--- config.mk ---
export PLATFORM = sky130hd
export DESIGN_NAME = pov_top
export DESIGN_NICKNAME = d
export VERILOG_FILES = /design/src/pov_pkg.sv /design/src/pov_ahb_front.sv /design/src/pov_pin_pair.sv /design/src/pov_top.sv
export VERILOG_INCLUDE_DIRS = /design/src
export SDC_FILE = /design/constraint.sdc
export NUM_CORES = 1
export LEC_CHECK = 0
export BUFFER_PORTS_ARGS = -buffer_cell sky130_fd_sc_hd__buf_2
export CORE_AREA = 2 2 82 84
export CTS_CLUSTER_DIAMETER = 100
export DETAILED_ROUTE_END_ITERATION = 8
export DIE_AREA = 0 0 84 86
export SLEW_MARGIN = 20
export SYNTH_ARGS = -nofsm -noshare
export SYNTH_HDL_FRONTEND = slang
export SYNTH_SLANG_ARGS = --single-unit
--- constraint.sdc ---
create_clock -name MCLK -period 2 [get_ports MCLK]
set_input_delay 0.2 -clock MCLK [delete_from_list [all_inputs] [get_ports MCLK]]
set_output_delay 0.2 -clock MCLK [all_outputs]
set_load 0.01 [all_outputs]
--- src/pov_map.svh ---
// Register offsets, field positions and reset values of the override stage
`ifndef POV_MAP_SVH
`define POV_MAP_SVH

// Byte offsets inside the block's window
`define POV_ADDR_W 8
`define POV_CTRL_OFS 8'h00
`define POV_PINS_OFS 8'h04
`define POV_INFO_OFS 8'h08

// Control register layout
`define POV_REG_W 16
`define POV_FIELD_W 6
`define POV_SEL_LSB 8
`define POV_OUT_LSB 0
`define POV_CTRL_RST 16'h3F00
`define POV_CTRL_MASK 16'h3F3F

// Pin state register layout
`define POV_PINS_HI_LSB 8
`define POV_PINS_LO_LSB 0

// Info register layout
`define POV_INFO_PAIRS_LSB 0

`endif

--- src/pov_pkg.sv ---
// Shared types of the output override stage
package pov_pkg;

    typedef logic [15:0] pov_reg_t;

    typedef enum logic [1:0] {
        POV_TRANS_IDLE = 2'h0,
        POV_TRANS_BUSY = 2'h1,
        POV_TRANS_NONSEQ = 2'h2,
        POV_TRANS_SEQ = 2'h3
    } pov_htrans_e;

    typedef enum logic [2:0] {
        POV_SIZE_BYTE = 3'h0,
        POV_SIZE_HALF = 3'h1,
        POV_SIZE_WORD = 3'h2
    } pov_hsize_e;

endpackage

--- src/pov_ahb_front.sv ---
// AHB-Lite address phase capture for the override stage
`include "pov_map.svh"

module pov_ahb_front (
    // Clock and reset
    input wire logic clk,
    input wire logic rst_n,
    // Address phase
    input wire logic hsel,
    input wire logic [`POV_ADDR_W-1:0] haddr,
    input wire logic [1:0] htrans,
    input wire logic hwrite,
    input wire logic [2:0] hsize,
    input wire logic hready,
    // Decoded request
    output logic rd_take,
    output logic wr_pend_q,
    output logic [`POV_ADDR_W-1:0] wr_addr_q,
    output logic [3:0] wr_be_q
);

    logic take;
    logic [3:0] be;
    logic wr_pend_d;
    logic [`POV_ADDR_W-1:0] wr_addr_d;
    logic [3:0] wr_be_d;

    // Byte lanes from size and low address bits
    always_comb begin
        unique case (hsize)
            pov_pkg::POV_SIZE_BYTE: be = 4'h1 << haddr[1:0];
            pov_pkg::POV_SIZE_HALF: be = haddr[1] ? 4'hC : 4'h3;
            default: be = 4'hF;
        endcase
    end

    assign take = hsel && hready && htrans[1];
    assign rd_take = take && !hwrite;

    always_comb begin
        wr_pend_d = wr_pend_q;
        wr_addr_d = wr_addr_q;
        wr_be_d = wr_be_q;
        if (hready) begin
            wr_pend_d = take && hwrite;
            if (take && hwrite) begin
                wr_addr_d = {haddr[`POV_ADDR_W-1:2], 2'h0};
                wr_be_d = be;
            end
        end
    end

    always_ff @(posedge clk) begin
        if (!rst_n) begin
            wr_pend_q <= 1'b0;
            wr_addr_q <= '0;
            wr_be_q <= 4'h0;
        end else begin
            wr_pend_q <= wr_pend_d;
            wr_addr_q <= wr_addr_d;
            wr_be_q <= wr_be_d;
        end
    end

endmodule

--- src/pov_pin_pair.sv ---
// Pin drive of one complementary pair: generator waveform or manual level
module pov_pin_pair #(
    parameter bit HIGH_ACTIVE_LEVEL = 1'b1,
    parameter bit LOW_ACTIVE_LEVEL = 1'b1
) (
    // Clock and reset
    input wire logic clk,
    input wire logic rst_n,
    // Control
    input wire logic high_pin_generator_select,
    input wire logic low_pin_generator_select,
    input wire logic high_pin_manual_level,
    input wire logic low_pin_manual_level,
    // Generator waveform
    input wire logic gen_high,
    input wire logic gen_low,
    // Pins
    output logic pair_high_output_pin_q,
    output logic pair_low_output_pin_q
);

    logic high_d;
    logic low_d;

    always_comb begin
        if (high_pin_generator_select) begin
            high_d = gen_high;
        end else begin
            high_d = high_pin_manual_level ? HIGH_ACTIVE_LEVEL : !HIGH_ACTIVE_LEVEL;
        end
        if (low_pin_generator_select) begin
            low_d = gen_low;
        end else begin
            low_d = low_pin_manual_level ? LOW_ACTIVE_LEVEL : !LOW_ACTIVE_LEVEL;
        end
    end

    // Reset level equals inactive level until the first generator sample
    always_ff @(posedge clk) begin
        if (!rst_n) begin
            pair_high_output_pin_q <= !HIGH_ACTIVE_LEVEL;
            pair_low_output_pin_q <= !LOW_ACTIVE_LEVEL;
        end else begin
            pair_high_output_pin_q <= high_d;
            pair_low_output_pin_q <= low_d;
        end
    end

endmodule

--- src/pov_top.sv ---
// Output override stage of a motor PWM unit with AHB-Lite register access
//
// Operation
// - Select bit set: generator waveform passes unchanged
// - Select bit clear: manual bit drives pin
// - Manual 1 drives active, 0 inactive
// - Selects in bits 13-8, manual 5-0
// - Reset: selects all 1, manual all 0
// - Second instance: only pair 1 works
//
// The implementer's own choices: the register addresses and the AHB-Lite register port.
`include "pov_map.svh"

module pov_top #(
    parameter int NUM_PAIRS = 3,
    parameter logic [2:0] HIGH_ACTIVE_LEVEL = 3'h7,
    parameter logic [2:0] LOW_ACTIVE_LEVEL = 3'h7
) (
    // Clock and reset
    input wire logic MCLK,
    input wire logic RESETN,
    // AHB-Lite slave
    input wire logic HSEL,
    input wire logic [31:0] HADDR,
    input wire logic [1:0] HTRANS,
    input wire logic HWRITE,
    input wire logic [2:0] HSIZE,
    input wire logic [31:0] HWDATA,
    input wire logic HREADY,
    output logic HREADYOUT,
    output logic HRESP,
    output logic [31:0] HRDATA,
    // Generator waveform, index 0 is pair 1
    input wire logic [2:0] GEN_HIGH,
    input wire logic [2:0] GEN_LOW,
    // Pin drive
    output logic [2:0] PAIR_HIGH_OUTPUT_PIN,
    output logic [2:0] PAIR_LOW_OUTPUT_PIN
);

    logic rd_take;
    logic wr_pend_q;
    logic [`POV_ADDR_W-1:0] wr_addr_q;
    logic [3:0] wr_be_q;
    pov_pkg::pov_reg_t ctrl_q;
    pov_pkg::pov_reg_t ctrl_d;
    pov_pkg::pov_reg_t impl_mask;
    pov_pkg::pov_reg_t wr_mask;
    logic [31:0] hrdata_q;
    logic [31:0] hrdata_d;
    logic [31:0] pins_word;
    logic [31:0] info_word;

    pov_ahb_front u_front (
        .clk(MCLK),
        .rst_n(RESETN),
        .hsel(HSEL),
        .haddr(HADDR[`POV_ADDR_W-1:0]),
        .htrans(HTRANS),
        .hwrite(HWRITE),
        .hsize(HSIZE),
        .hready(HREADY),
        .rd_take(rd_take),
        .wr_pend_q(wr_pend_q),
        .wr_addr_q(wr_addr_q),
        .wr_be_q(wr_be_q)
    );

    // Writable bits: only fields of pairs that exist
    always_comb begin
        impl_mask = '0;
        for (int p = 0; p < 3; p++) begin
            if (p < NUM_PAIRS) begin
                impl_mask[`POV_SEL_LSB + 2 * p] = 1'b1;
                impl_mask[`POV_SEL_LSB + 2 * p + 1] = 1'b1;
                impl_mask[`POV_OUT_LSB + 2 * p] = 1'b1;
                impl_mask[`POV_OUT_LSB + 2 * p + 1] = 1'b1;
            end
        end
        impl_mask = impl_mask & `POV_CTRL_MASK;
        wr_mask = {{8{wr_be_q[1]}}, {8{wr_be_q[0]}}} & impl_mask;
    end

    // Register write in the data phase
    always_comb begin
        ctrl_d = ctrl_q;
        if (wr_pend_q && (wr_addr_q == `POV_CTRL_OFS)) begin
            ctrl_d = (ctrl_q & ~wr_mask) | (HWDATA[`POV_REG_W-1:0] & wr_mask);
        end
    end

    always_ff @(posedge MCLK) begin
        if (!RESETN) begin
            ctrl_q <= `POV_CTRL_RST;
        end else begin
            ctrl_q <= ctrl_d;
        end
    end

    // Pin pairs, index p drives pair p+1
    genvar g;
    generate
        for (g = 0; g < 3; g++) begin : g_pair
            if (g < NUM_PAIRS) begin : g_on
                pov_pin_pair #(
                    .HIGH_ACTIVE_LEVEL(HIGH_ACTIVE_LEVEL[g]),
                    .LOW_ACTIVE_LEVEL(LOW_ACTIVE_LEVEL[g])
                ) u_pair (
                    .clk(MCLK),
                    .rst_n(RESETN),
                    .high_pin_generator_select(ctrl_q[`POV_SEL_LSB + 2 * g + 1]),
                    .low_pin_generator_select(ctrl_q[`POV_SEL_LSB + 2 * g]),
                    .high_pin_manual_level(ctrl_q[`POV_OUT_LSB + 2 * g + 1]),
                    .low_pin_manual_level(ctrl_q[`POV_OUT_LSB + 2 * g]),
                    .gen_high(GEN_HIGH[g]),
                    .gen_low(GEN_LOW[g]),
                    .pair_high_output_pin_q(PAIR_HIGH_OUTPUT_PIN[g]),
                    .pair_low_output_pin_q(PAIR_LOW_OUTPUT_PIN[g])
                );
            end else begin : g_off
                // Absent pair held at its inactive level
                assign PAIR_HIGH_OUTPUT_PIN[g] = !HIGH_ACTIVE_LEVEL[g];
                assign PAIR_LOW_OUTPUT_PIN[g] = !LOW_ACTIVE_LEVEL[g];
            end
        end
    endgenerate

    // Read words
    always_comb begin
        pins_word = '0;
        pins_word[`POV_PINS_HI_LSB +: 3] = PAIR_HIGH_OUTPUT_PIN;
        pins_word[`POV_PINS_LO_LSB +: 3] = PAIR_LOW_OUTPUT_PIN;
        info_word = '0;
        info_word[`POV_INFO_PAIRS_LSB +: 2] = 2'(NUM_PAIRS);
    end

    // Read data captured at the address phase; uses ctrl_d so a write just ahead is seen
    always_comb begin
        hrdata_d = hrdata_q;
        if (rd_take) begin
            unique case ({HADDR[`POV_ADDR_W-1:2], 2'h0})
                `POV_CTRL_OFS: hrdata_d = {16'h0000, ctrl_d & impl_mask};
                `POV_PINS_OFS: hrdata_d = pins_word;
                `POV_INFO_OFS: hrdata_d = info_word;
                default: hrdata_d = 32'h0000_0000;
            endcase
        end
    end

    always_ff @(posedge MCLK) begin
        if (!RESETN) begin
            hrdata_q <= 32'h0000_0000;
        end else begin
            hrdata_q <= hrdata_d;
        end
    end

    // Zero wait states, always OKAY
    assign HREADYOUT = 1'b1;
    assign HRESP = 1'b0;
    assign HRDATA = hrdata_q;

endmodule

* After elaboration in Yosys (flattened, before gate mapping)
Index checks and enable logic that the tools add are counted.
** Operators by class
- Reductions and logical operators :: 10
- Mux-type cells :: 16
- Shift-type cells :: 1
- Bitwise gates (word level) :: 4
- Equality and inequality tests :: 3
** Operators with widths (count)
- case mux 14 bit (3 select lines) :: 1
- bitwise AND 16 x 14 -> 16 bit :: 1
- bitwise AND 16 bit :: 1
- NOT 14 -> 16 bit :: 1
- bitwise OR 16 bit :: 1
- two-way mux 14 bit :: 1
- two-way mux 1 bit :: 12
- logical NOT 8 bit :: 1
- == test 6 x 1 -> 1 bit, second input constant :: 1
- == test 6 x 2 -> 1 bit, second input constant :: 1
- logical NOT 6 bit :: 1
- logical AND 1 bit :: 5
- case mux 2 bit (2 select lines) :: 1
- == test 3 x 1 -> 1 bit, second input constant :: 1
- logical NOT 3 bit :: 1
- two-way mux 2 bit :: 1
- AND reduction 2 bit :: 1
- left shift 1 x 2 -> 2 bit, first input constant :: 1
- logical NOT 1 bit :: 1
** Word-level totals
- Input bits :: 80
- Register bits :: 63
- Logic and storage cells :: 46

* Depth between registers and ports, before layout
Gate-level depths: netlist (run 1).
- Word-level depth :: 5
- Mapped depth :: 6

* Modules after synthesis
From an unflattened synthesis (run 1), not the netlist that was laid out.
** Second synthesis, totals
- Cell total of the unflattened synthesis :: 202
- Area, all modules :: 1928.1 sq um
** Modules (own cells, without submodules)
- pov_top :: area an instance 1224.9 sq um, sequential area each 480.5 sq um, cells an instance 130, times used 1
- pov_ahb_front :: area an instance 485.5 sq um, sequential area each 220.2 sq um, cells an instance 54, times used 1
- pov_pin_pair :: area an instance 72.6 sq um, sequential area each 40.0 sq um, cells an instance 6, times used 3

* Worst setup path before layout (run 1)
OpenSTA, ideal clock, no wires.
- Path type :: reg2reg
- Start :: reg u_front.wr_addr_q[5]
- End :: reg hrdata_q[0] (netlist: HRDATA[0])
- Clock period less this slack :: 1.563 ns
- Arrival :: 1.472 ns
- Stages on the path, launching flop included :: 6
- Path buffers :: 1
- Path slack :: 0.437 ns
- Cell sequence :: dfxtp_1 nor4b_2 and3_1 clkbuf_1 nand4_1 a311oi_1
** Between the ends
- Longest elaborated chain between the ends :: 4
** Ends and longest elaborated chain
- start, declared :: RTL line pov_ahb_front.sv:18 : output logic [`POV_ADDR_W-1:0] wr_addr_q,
- start signal, assigned :: RTL line pov_ahb_front.sv:60 : wr_addr_q <= wr_addr_d;
- logical NOT 8 bit (no source line)
- logical AND 1 bit :: RTL line pov_top.sv:87 : if (wr_pend_q && (wr_addr_q == `POV_CTRL_OFS)) begin
- two-way mux 14 bit :: RTL line pov_top.sv:87
- case mux 14 bit (3 select lines) :: RTL line pov_top.sv:141 : unique case ({HADDR[`POV_ADDR_W-1:2], 2'h0})
- end signal, assigned :: RTL line pov_top.sv:154 : hrdata_q <= hrdata_d;
- end, declared :: RTL line pov_top.sv:49 : logic [31:0] hrdata_q;
Every way passes these cells.
A chain may end at the register's enable or synchronous reset.

* Final worst setup path (run 1)
- Start :: reg u_front.wr_addr_q[5]
- End :: reg hrdata_q[8] (netlist: HRDATA[8])
Same word-level chain as after synthesis.

==> flow_summary.toml, run 1 <==
[pwr]
p_total_uw = 1440
power.share.sequential_pct = 55.0
power_per_cell_area_mw_per_mm2 = 667
combPwrFrac_pct = 9.1
vdd_drop_max_mv = 0.213
p_sw_uw = 361
clkPwrFrac_pct = 35.9
switching_share_pct = 25.0
power.internal_uw = 1080
leakagePower_uw = 0.000962

[hold_path]
hold_depth = 3
hold_end = "ctrl_q[8]"
hold_path.class = "input port to register"
hp-start = "HWDATA[8]"

[yosys]
ys_seq_elements = 39
synth_area_leaders = "dfxtp_1, buf_4, mux2i_1"
ys.warnings.count = 0
synth-xor-area-share_pct = 0
synth-compound-area-share_pct = 12.9
yosysTopAreaCell = "dfxtp_1"
synthSimpleGateAreaFrac_pct = 22.2
avgSynthCellArea_sq_um = 8.51
synth_top_area_share_pct = 42.5
ys_seq_area_share_pct = 42.5
synth_top_family_by_area = "simple AND/OR/NAND/NOR gates"
synth.distinct_cells = 32
syn_area_sq_mm = 0.00184
synth-adder-area-share_pct = 0
muxShareOfSynthArea_pct = 8.17
synthCells = 216

[layout]
area.sequential_sq_um = 781
multi_input_area_sq_um = 878
final_util_pct = 34.5
drive_above_1_share_pct = 26.7
mostFrequentLayoutCell = "buf_2"
final_nets = 345
n_antenna_cell = 0
finalInstanceArea_sq_mm = 0.00216
area_growth_pct = 17.8
nFillCells = 664
final_cell_mix = "buf_2, dfxtp_1, nand2_1"

[critical_path]
rr_worst_depth = 4
path_buf_inv = 0
worstPathCellList = "nor4b_2, nand3_1, or3_1, a31oi_1"
worstReg2RegEnd = "HRDATA[8]"
cp.required_ns = 2.22
cp_slowest_cell = "or3_1"
critical_path_class = "register to register"
cp.arrival_ns = 1.91
critPathTopFamily = "simple AND/OR/NAND/NOR gates"
end_kind = "register"
worst_setup_path_start_kind = "register"
r2r_slack_ns = 0.30
critPathMaxStageDelay_ns = 0.44
crit_fanout = 7
r2r-start = "u_front.wr_addr_q[5]"

[die]
dieArea_sq_mm = 0.00722
fp.coreArea_sq_mm = 0.00628
io_pins = 120
core.rowCount = 29
dieHeight_um = 86
die_w_um = 84
initial_core_util_pct = 29.3

[sta]
setup_tns_ns = 0
setup_viol_count_final = 0
hold_viol_final = 0
rsz0062_at_grt = "false"
max_freq_mhz = 589
final_max_slew_viol_count = 0
fin_skew_ns = 0.0107
timing.final.crit_period_ns = 1.70
fin_crit_sh_pct = 84.8

[global_routing]
grt_pass1_wl_um = 6820
gr-usage-all-layers_pct = 11.8
grt_pass1_vias = 1483
antenna_found_initial = 0
grt_overflow = 0
grt_max_degree = 24

[cts]
cts_buffers = 5
clock-root-buffer = "clkbuf_8"
clockBufferDepth = 2
cts_tree = "yes"
cts_num_sinks = 39
clock_latency_ns = 0.29
holdBufCountCts = 0
cts.repair.resized = 0
clk_pin_slew_ns = 0.08
cts_setup_buffers = 0
h-tree-depth = 2

[run]
drv_cap = 0

[drt]
drt_first_iter_violations = 69
drtPass1Iterations = 4
routed-via-count = 1515
wl_um = 4190
wire_per_inst_um = 12.2
antenna_left = 0
post_drt_via_cell_ratio = 4.42
route.detailed.drc = 0

[place]
dpl.hpwl_um = 3280
portBuffers = 52
place_congestion = 0.812
placed_area_sq_mm = 0.00208

[run_status]
status = "finished clean"
-- synthesized netlist by cell type, drive strengths merged --
library cell and count:
a211oi 1, a21oi 18, a2bb2oi 2, a311oi 2, a31oi 4, and2 6, and3 1, and4 1
buf 31, clkbuf 7, conb 2, dfxtp 39, inv 1, mux2i 15, nand2 33, nand2b 1
nand3 2, nand4 10, nand4b 1, nor2 14, nor2b 3, nor3 1, nor4 1, nor4b 1
o211ai 2, o21ai 12, or3 3, or4 1, or4b 1
-- metal layers --
layer	vias up	share of wire, %	track usage, %
li1	794	-	-
met5	-	0	0
met3	2	7.0	3.75
met1	665	43	13.9
met4	0	1.0	4.84
met2	54	49	20.1
-- kinds of logic after synthesis --
| logic type | count (synthesis) |
|---|---|
| and+or+nand+nor | 80 |
| muxes | 15 |
| DFF | 39 |
| AOI/OAI and AO/OA | 41 |
| buffers and inverters | 39 |
| other | 2 |
-- through the flow --
stage	hold slack [ns]	setup WS, ns	std cells
finish	0.146	0.304	343
global route	0.151	0.163	343
CTS	0.140	0.273	343
detailed placement	0.439	0.262	335
global placement	0.437	0.262	335
floorplan	0.325	0.437	236
-- state kept, by name, summed over array words and instances (netlist names) --
| name | count |
|---|---|
| HRDATA | 12 |
| ctrl_q | 12 |
| u_front.wr_addr_q | 6 |
| g_pair.g_on.u_pair.pair_high_output_pin_q | 3 |
| g_pair.g_on.u_pair.pair_low_output_pin_q | 3 |
| u_front.wr_be_q | 2 |
| u_front.wr_pend_q | 1 |
-- power by group through the flow --
stage               Sequential [uW]  Combinational (uW)  Clock [uW]
floorplan                       810                 107           0
global placement                813                 131           0
detailed placement              812                 132           0
CTS                             794                 132         536
global route                    796                 147         575
finish                          794                 132         517
-- how the worst max path moves through the flow --
stage,cells past startpoint,endpoint,startpoint
finish,4,HRDATA[8],u_front.wr_addr_q[5]
detailed placement,4,HRDATA[11],HADDR[4]
floorplan,5,HRDATA[0],u_front.wr_addr_q[5]
global route,5,ctrl_q[11],u_front.wr_addr_q[5]
global placement,4,HRDATA[4],HADDR[4]
CTS,4,HRDATA[8],u_front.wr_addr_q[5]
-- worst register-to-register path: cells and delay by family, from the launching register on --
family | cells | cell delay, ns
compound gates | 1 | 0.16
simple gates | 3 | 1.14
flops | 1 | 0.33
-- final cells by class --
class | count | area share (%)
Multi-Input combinational cell | 158 | 40.6
Sequential cell | 39 | 36.1
Timing Repair Buffer | 60 | 14.8
Tap cell | 77 | 4.45
Clock buffer | 6 | 3.35
Clock inverter | 2 | 0.578
Inverter | 1 | 0.173
No activity file was read; power rests on OpenSTA's default activity.
==> inputs of run 2 (changes only) <==
--- a/config.mk
+++ b/config.mk
@@ -6,11 +6,12 @@
 export SDC_FILE = /design/constraint.sdc
 export NUM_CORES = 1
 export LEC_CHECK = 0
+export ABC_AREA = 1
 export BUFFER_PORTS_ARGS = -buffer_cell sky130_fd_sc_hd__buf_2
-export CORE_AREA = 2 2 82 84
+export CORE_AREA = 2 2 85 87
 export CTS_CLUSTER_DIAMETER = 100
 export DETAILED_ROUTE_END_ITERATION = 8
-export DIE_AREA = 0 0 84 86
+export DIE_AREA = 0 0 87 89
 export SLEW_MARGIN = 20
 export SYNTH_ARGS = -nofsm -noshare
 export SYNTH_HDL_FRONTEND = slang
==> constraint.sdc (replaced) <==
create_clock -name MCLK -period 1.54 [get_ports MCLK]
set_input_delay 0.154 -clock MCLK [delete_from_list [all_inputs] [get_ports MCLK]]
set_output_delay 0.154 -clock MCLK [all_outputs]
set_load 0.01 [all_outputs]
==> flow_summary.toml, run 2 <==
[yosys]
ys_seq_area_share_pct = 39.2
synthCells = 276
synth-xor-area-share_pct = 0
ys_seq_elements = 39
ys.warnings.count = 0
muxShareOfSynthArea_pct = 0
ys_async_sr_fraction_pct = 0
synth_top_area_share_pct = 39.2
synth_area_leaders = "dfxtp_1, nand2_1, buf_4"
synthSimpleGateAreaFrac_pct = 29.3
synth_common_cells = "nand2_1, dfxtp_1, buf_4"
synth_top_family_by_area = "simple AND/OR/NAND/NOR gates"
synth-compound-area-share_pct = 13.9
syn_area_sq_mm = 0.00199
synth.distinct_cells = 26
yosysTopAreaCell = "dfxtp_1"
ys.flop_type = "dfxtp_1"
synth_edf_count = 0
synth.most_common_cell = "nand2_1"
synth-adder-area-share_pct = 0
avgSynthCellArea_sq_um = 7.21

[layout]
area_growth_pct = 17.0
final_cell_mix = "nand2_1, buf_2, dfxtp_1"
drive_above_1_share_pct = 24.3
final_nets = 404
n_antenna_cell = 0
nFillCells = 722
mostFrequentLayoutCell = "nand2_1"

[drt]
post_drt_via_cell_ratio = 4.36
routed-via-count = 1764
drt_first_iter_violations = 80
drtPass1Iterations = 4
wl_um = 4610
wire_per_inst_um = 11.4
route.detailed.drc = 0
antenna_left = 0

[place]
place_congestion = 0.816
place_ws_ns = 0.219
dpl.hpwl_um = 3590
portBuffers = 52

[cts]
clk_pin_slew_ns = 0.08
h-tree-depth = 2
cts.repair.resized = 0
clockBufferDepth = 2
clock_latency_ns = 0.29
cts_tree = "yes"
clock-root-buffer = "clkbuf_8"
cts_setup_buffers = 0
cts_buffers = 5
holdBufCountCts = 0
cts_num_sinks = 39

[global_routing]
grt_overflow = 0
grt_pass1_vias = 1650
grt_pass1_wl_um = 7380
grt_max_degree = 24
antenna_found_initial = 0
gr-usage-all-layers_pct = 12.3

[sta]
fin_crit_sh_pct = 86.4
max_freq_mhz = 751
hold_viol_final = 0
layout_setup_ws_ns = 0.209
hold_ws_ns = 0.100
setup_tns_ns = 0
rsz0062_at_grt = "false"
final_max_slew_viol_count = 0
timing.final.crit_period_ns = 1.33
fin_skew_ns = 0.00808
setup_viol_count_final = 0

[critical_path]
worstSetupEndpoint = "HRDATA[4]"
worstReg2RegEnd = "HRDATA[4]"
cp-startpoint = "u_front.wr_addr_q[6]"
cp_slowest_cell = "dfxtp_1"
crit_fanout = 11
cp.arrival_ns = 1.52
worstPathCellList = "nor2_1, nand2_1, nor2_2, buf_12, nand2_2, nor2_1, a21oi_1, nand3_1, nand2_1"
critPathMaxStageDelay_ns = 0.33
rr_worst_depth = 9
path_buf_inv = 1
r2r_slack_ns = 0.21
critical_path_class = "register to register"
r2r-start = "u_front.wr_addr_q[6]"
end_kind = "register"
worst_setup_path_start_kind = "register"
path_depth = 9
critPathTopFamily = "simple AND/OR/NAND/NOR gates"
cp.required_ns = 1.73

[hold_path]
hold_path.class = "input port to register"
hp-start = "GEN_HIGH[2]"

[die]
die_w_um = 87
initial_core_util_pct = 29.6
core.rowCount = 30
fp.coreArea_sq_mm = 0.00672
dieArea_sq_mm = 0.00774
dieHeight_um = 89
io_pins = 120

[run_status]
status = "finished clean"

[pwr]
leakagePower_uw = 0.00109
power_per_cell_area_mw_per_mm2 = 865
vdd_drop_max_mv = 0.350

[run]
drv_cap = 0
run 2: cell count changes in the layout (fill, tap and decap cells not counted), sizes merged, moves of 5 or more:
cell | before | now
a21oi | 18 | 24
and2 | 6 | 0
inv | 1 | 23
mux2i | 15 | 0
nand2 | 33 | 69
nand3 | 2 | 21
nand4 | 10 | 5
nor2 | 14 | 31
o21a | 0 | 6
run 2: power breakdown:
part | total, uW | internal, uW | switching [uW] | leakage [uW]
combinational | 201 | 74.2 | 127 | 0.000726
sequential | 1040 | 1030 | 14.5 | 0.000317
clock | 771 | 408 | 364 | 0.0000505
total | 2010 | 1510 | 505 | 0.00109
run 2: area by class of cell:
cell class	instances	area, sq um	area share, %
clock buffers	7	96.3	4.14
clock inverters	1	7.51	0.323
inverters	24	90.1	3.87
multi-input cells	197	942	40.5
flip-flops and latches	39	781	33.5
well taps	80	100	4.30
repair buffers	57	310	13.3
run 2: cells by family (layout without fill, tap and decap cells):
kind of cell	after synthesis	after routing
buffers and inverters	60	89
flip-flops	39	39
AO/OA/AOI/OAI	48	48
other	2	22
AND/OR/NAND/NOR	127	127
run 2: how the worst min path moves through the flow:
| stage | end | slack [ns] | cells after the start |
|---|---|---|---|
| 2_1_floorplan | u_front.wr_be_q[0] | 0.29 | 2 |
| 3_5_place_dp | g_pair[2].g_on.u_pair.pair_high_output_pin_q | 0.39 | 3 |
| 5_1_grt | g_pair[1].g_on.u_pair.pair_high_output_pin_q | 0.11 | 3 |
| 6_report | g_pair[2].g_on.u_pair.pair_high_output_pin_q | 0.10 | 3 |
| 3_3_place_gp | g_pair[1].g_on.u_pair.pair_high_output_pin_q | 0.41 | 3 |
| 4_1_cts | g_pair[2].g_on.u_pair.pair_high_output_pin_q | 0.1 | 3 |
run 2: metal layers:
metal / vias up / share of wire, % / GRT usage, %
met5: - / 0 / 0
li1: 930 / - / -
met4: 0 / 0.83 / 2.98
met2: 49 / 47 / 21.0
met3: 5 / 5.4 / 3.69
met1: 780 / 47 / 15.3
run 2: through the flow:
| step | util, % | std cells | area (sq um) | power (uW) |
|---|---|---|---|---|
| global route | 34.6 | 405 | 2330 | 2100 |
| floorplan | - | 296 | 2060 | 1230 |
| detailed placement | 33.1 | 397 | 2220 | 1270 |
| CTS | 34.6 | 405 | 2330 | 2040 |
| finish | 34.6 | 405 | 2330 | 2010 |
| global placement | 33.1 | 397 | 2220 | 1270 |
run 2: worst min-delay path, delay by kind of cell:
family                 cells  cell delay (ns)
AOI/OAI and AO/OA          1             0.05
buffers and inverters      1             0.08
and+or+nand+nor            1             0.07
==> inputs of run 3 (changes only) <==
==> constraint.sdc (replaced) <==
create_clock -name MCLK -period 1.39 [get_ports MCLK]
set_input_delay 0.139 -clock MCLK [delete_from_list [all_inputs] [get_ports MCLK]]
set_output_delay 0.139 -clock MCLK [all_outputs]
set_load 0.01 [all_outputs]
==> flow_summary.toml, run 3 (synthesized netlist as in run 2, its figures left out) <==
[run_status]
status = "finished clean"

[place]
place_congestion = 0.768
placed_area_sq_mm = 0.00224
dpl.cell_count = 399
dpl.hpwl_um = 3620
portBuffers = 52

[layout]
multi_input_area_sq_um = 965
final_nets = 406
finalInstanceArea_sq_mm = 0.00235
final_cell_mix = "nand2_1, buf_2, dfxtp_1"
area_growth_pct = 18.1
final_cells = 406
final_util_pct = 35.0
area.sequential_sq_um = 782
nFillCells = 733
mostFrequentLayoutCell = "nand2_1"
n_antenna_cell = 0
drive_above_1_share_pct = 25.8

[drt]
routed-via-count = 1768
antenna_left = 0
drtPass1Iterations = 4
drt_first_iter_violations = 55
wire_per_inst_um = 11.1
route.detailed.drc = 0
post_drt_via_cell_ratio = 4.35
wl_um = 4510

[cts]
clock-root-buffer = "clkbuf_8"
cts_num_sinks = 39
holdBufCountCts = 0
cts_tree = "yes"
cts.repair.resized = 0
cts_setup_buffers = 0
h-tree-depth = 2
cts_buffers = 5
clockBufferDepth = 2
clk_pin_slew_ns = 0.07
clock_latency_ns = 0.28

[die]
io_pins = 120
dieHeight_um = 89
die_w_um = 87
dieArea_sq_mm = 0.00774
initial_core_util_pct = 29.6
fp.coreArea_sq_mm = 0.00672
core.rowCount = 30

[sta]
final_max_slew_viol_count = 0
fin_skew_ns = 0.00516
setup_tns_ns = 0
timing.final.crit_period_ns = 1.29
max_freq_mhz = 774
hold_ws_ns = 0.0947
setup_viol_count_final = 0
rsz0062_at_grt = "false"
fin_crit_sh_pct = 92.9
hold_viol_final = 0

[pwr]
vdd_drop_max_mv = 0.416
power.share.sequential_pct = 53.7
power.internal_uw = 1610
combPwrFrac_pct = 10.7
power_per_cell_area_mw_per_mm2 = 915
clkPwrFrac_pct = 35.7
switching_share_pct = 24.9
p_sw_uw = 536
leakagePower_uw = 0.00112

[critical_path]
cp.required_ns = 1.57
rr_worst_depth = 9
crit_fanout = 11
worst_setup_path_start_kind = "register"
cp.arrival_ns = 1.48
critical_path_class = "register to register"
end_kind = "register"

[global_routing]
grt_pass1_wl_um = 7310
gr-usage-all-layers_pct = 12.1
met2_usage_pct = 20.7
grt_pass1_vias = 1656
grt_overflow = 0
grt.met3_usage_pct = 3.60
grt_max_degree = 24
antenna_found_initial = 0
busiest_layer = "met2"
grt_use_met1_pct = 15.1

[hold_path]
hold_depth = 3
hold_path.class = "input port to register"

[run]
drv_cap = 0
-- run 3: layer usage --
| layer | up-vias | routed length (um) |
|---|---|---|
| li1 | 935 | - |
| met1 | 776 | 2100 |
| met2 | 53 | 2110 |
| met3 | 4 | 267 |
| met4 | 0 | 31 |
| met5 | - | 0 |
-- run 3: cell type report --
cell class / count / share of cell area [%]
Clock buffer: 6 / 3.51
Clock inverter: 1 / 0.213
Inverter: 24 / 3.83
Multi-Input combinational cell: 197 / 41.1
Sequential cell: 39 / 33.3
Tap cell: 80 / 4.26
Timing Repair Buffer: 59 / 13.8
-- run 3: critical path: stages (launching register included) --
cell	delay, ns
dfxtp_1	0.31
nor2_1	0.12
nand2_1	0.07
nor2_2	0.15
buf_12	0.15
nand2_4	0.10
nor2_2	0.12
a21oi_1	0.05
nand3_1	0.07
nand2_1	0.05
-- run 3: power by group through the flow --
| stage | registers [uW] | clock network, uW | logic, uW |
|---|---|---|---|
| after CTS | 1150 | 793 | 230 |
| after global placement | 1180 | 0 | 227 |
| after global routing | 1160 | 843 | 261 |
| after detailed placement | 1180 | 0 | 229 |
| final | 1150 | 767 | 229 |
| after floorplan | 1170 | 0 | 188 |
-- run 3: through the flow --
stage	total power [uW]	worst slack, ns
2_1_floorplan	1360	0.257
3_3_place_gp	1410	0.0831
3_5_place_dp	1410	0.0585
4_1_cts	2180	0.0425
5_1_grt	2260	0.00438
6_report	2150	0.0982
-- run 3: path summary, 6_finish.rpt --
path | end | startpoint | slack (ns)
max | HRDATA[4] | u_front.wr_addr_q[2] | 0.1
min reg2reg | HRDATA[8] | HRDATA[8] | 0.46
max reg2reg | HRDATA[4] | u_front.wr_addr_q[2] | 0.1
min | g_pair[2].g_on.u_pair.pair_high_output_pin_q | GEN_HIGH[2] | 0.09
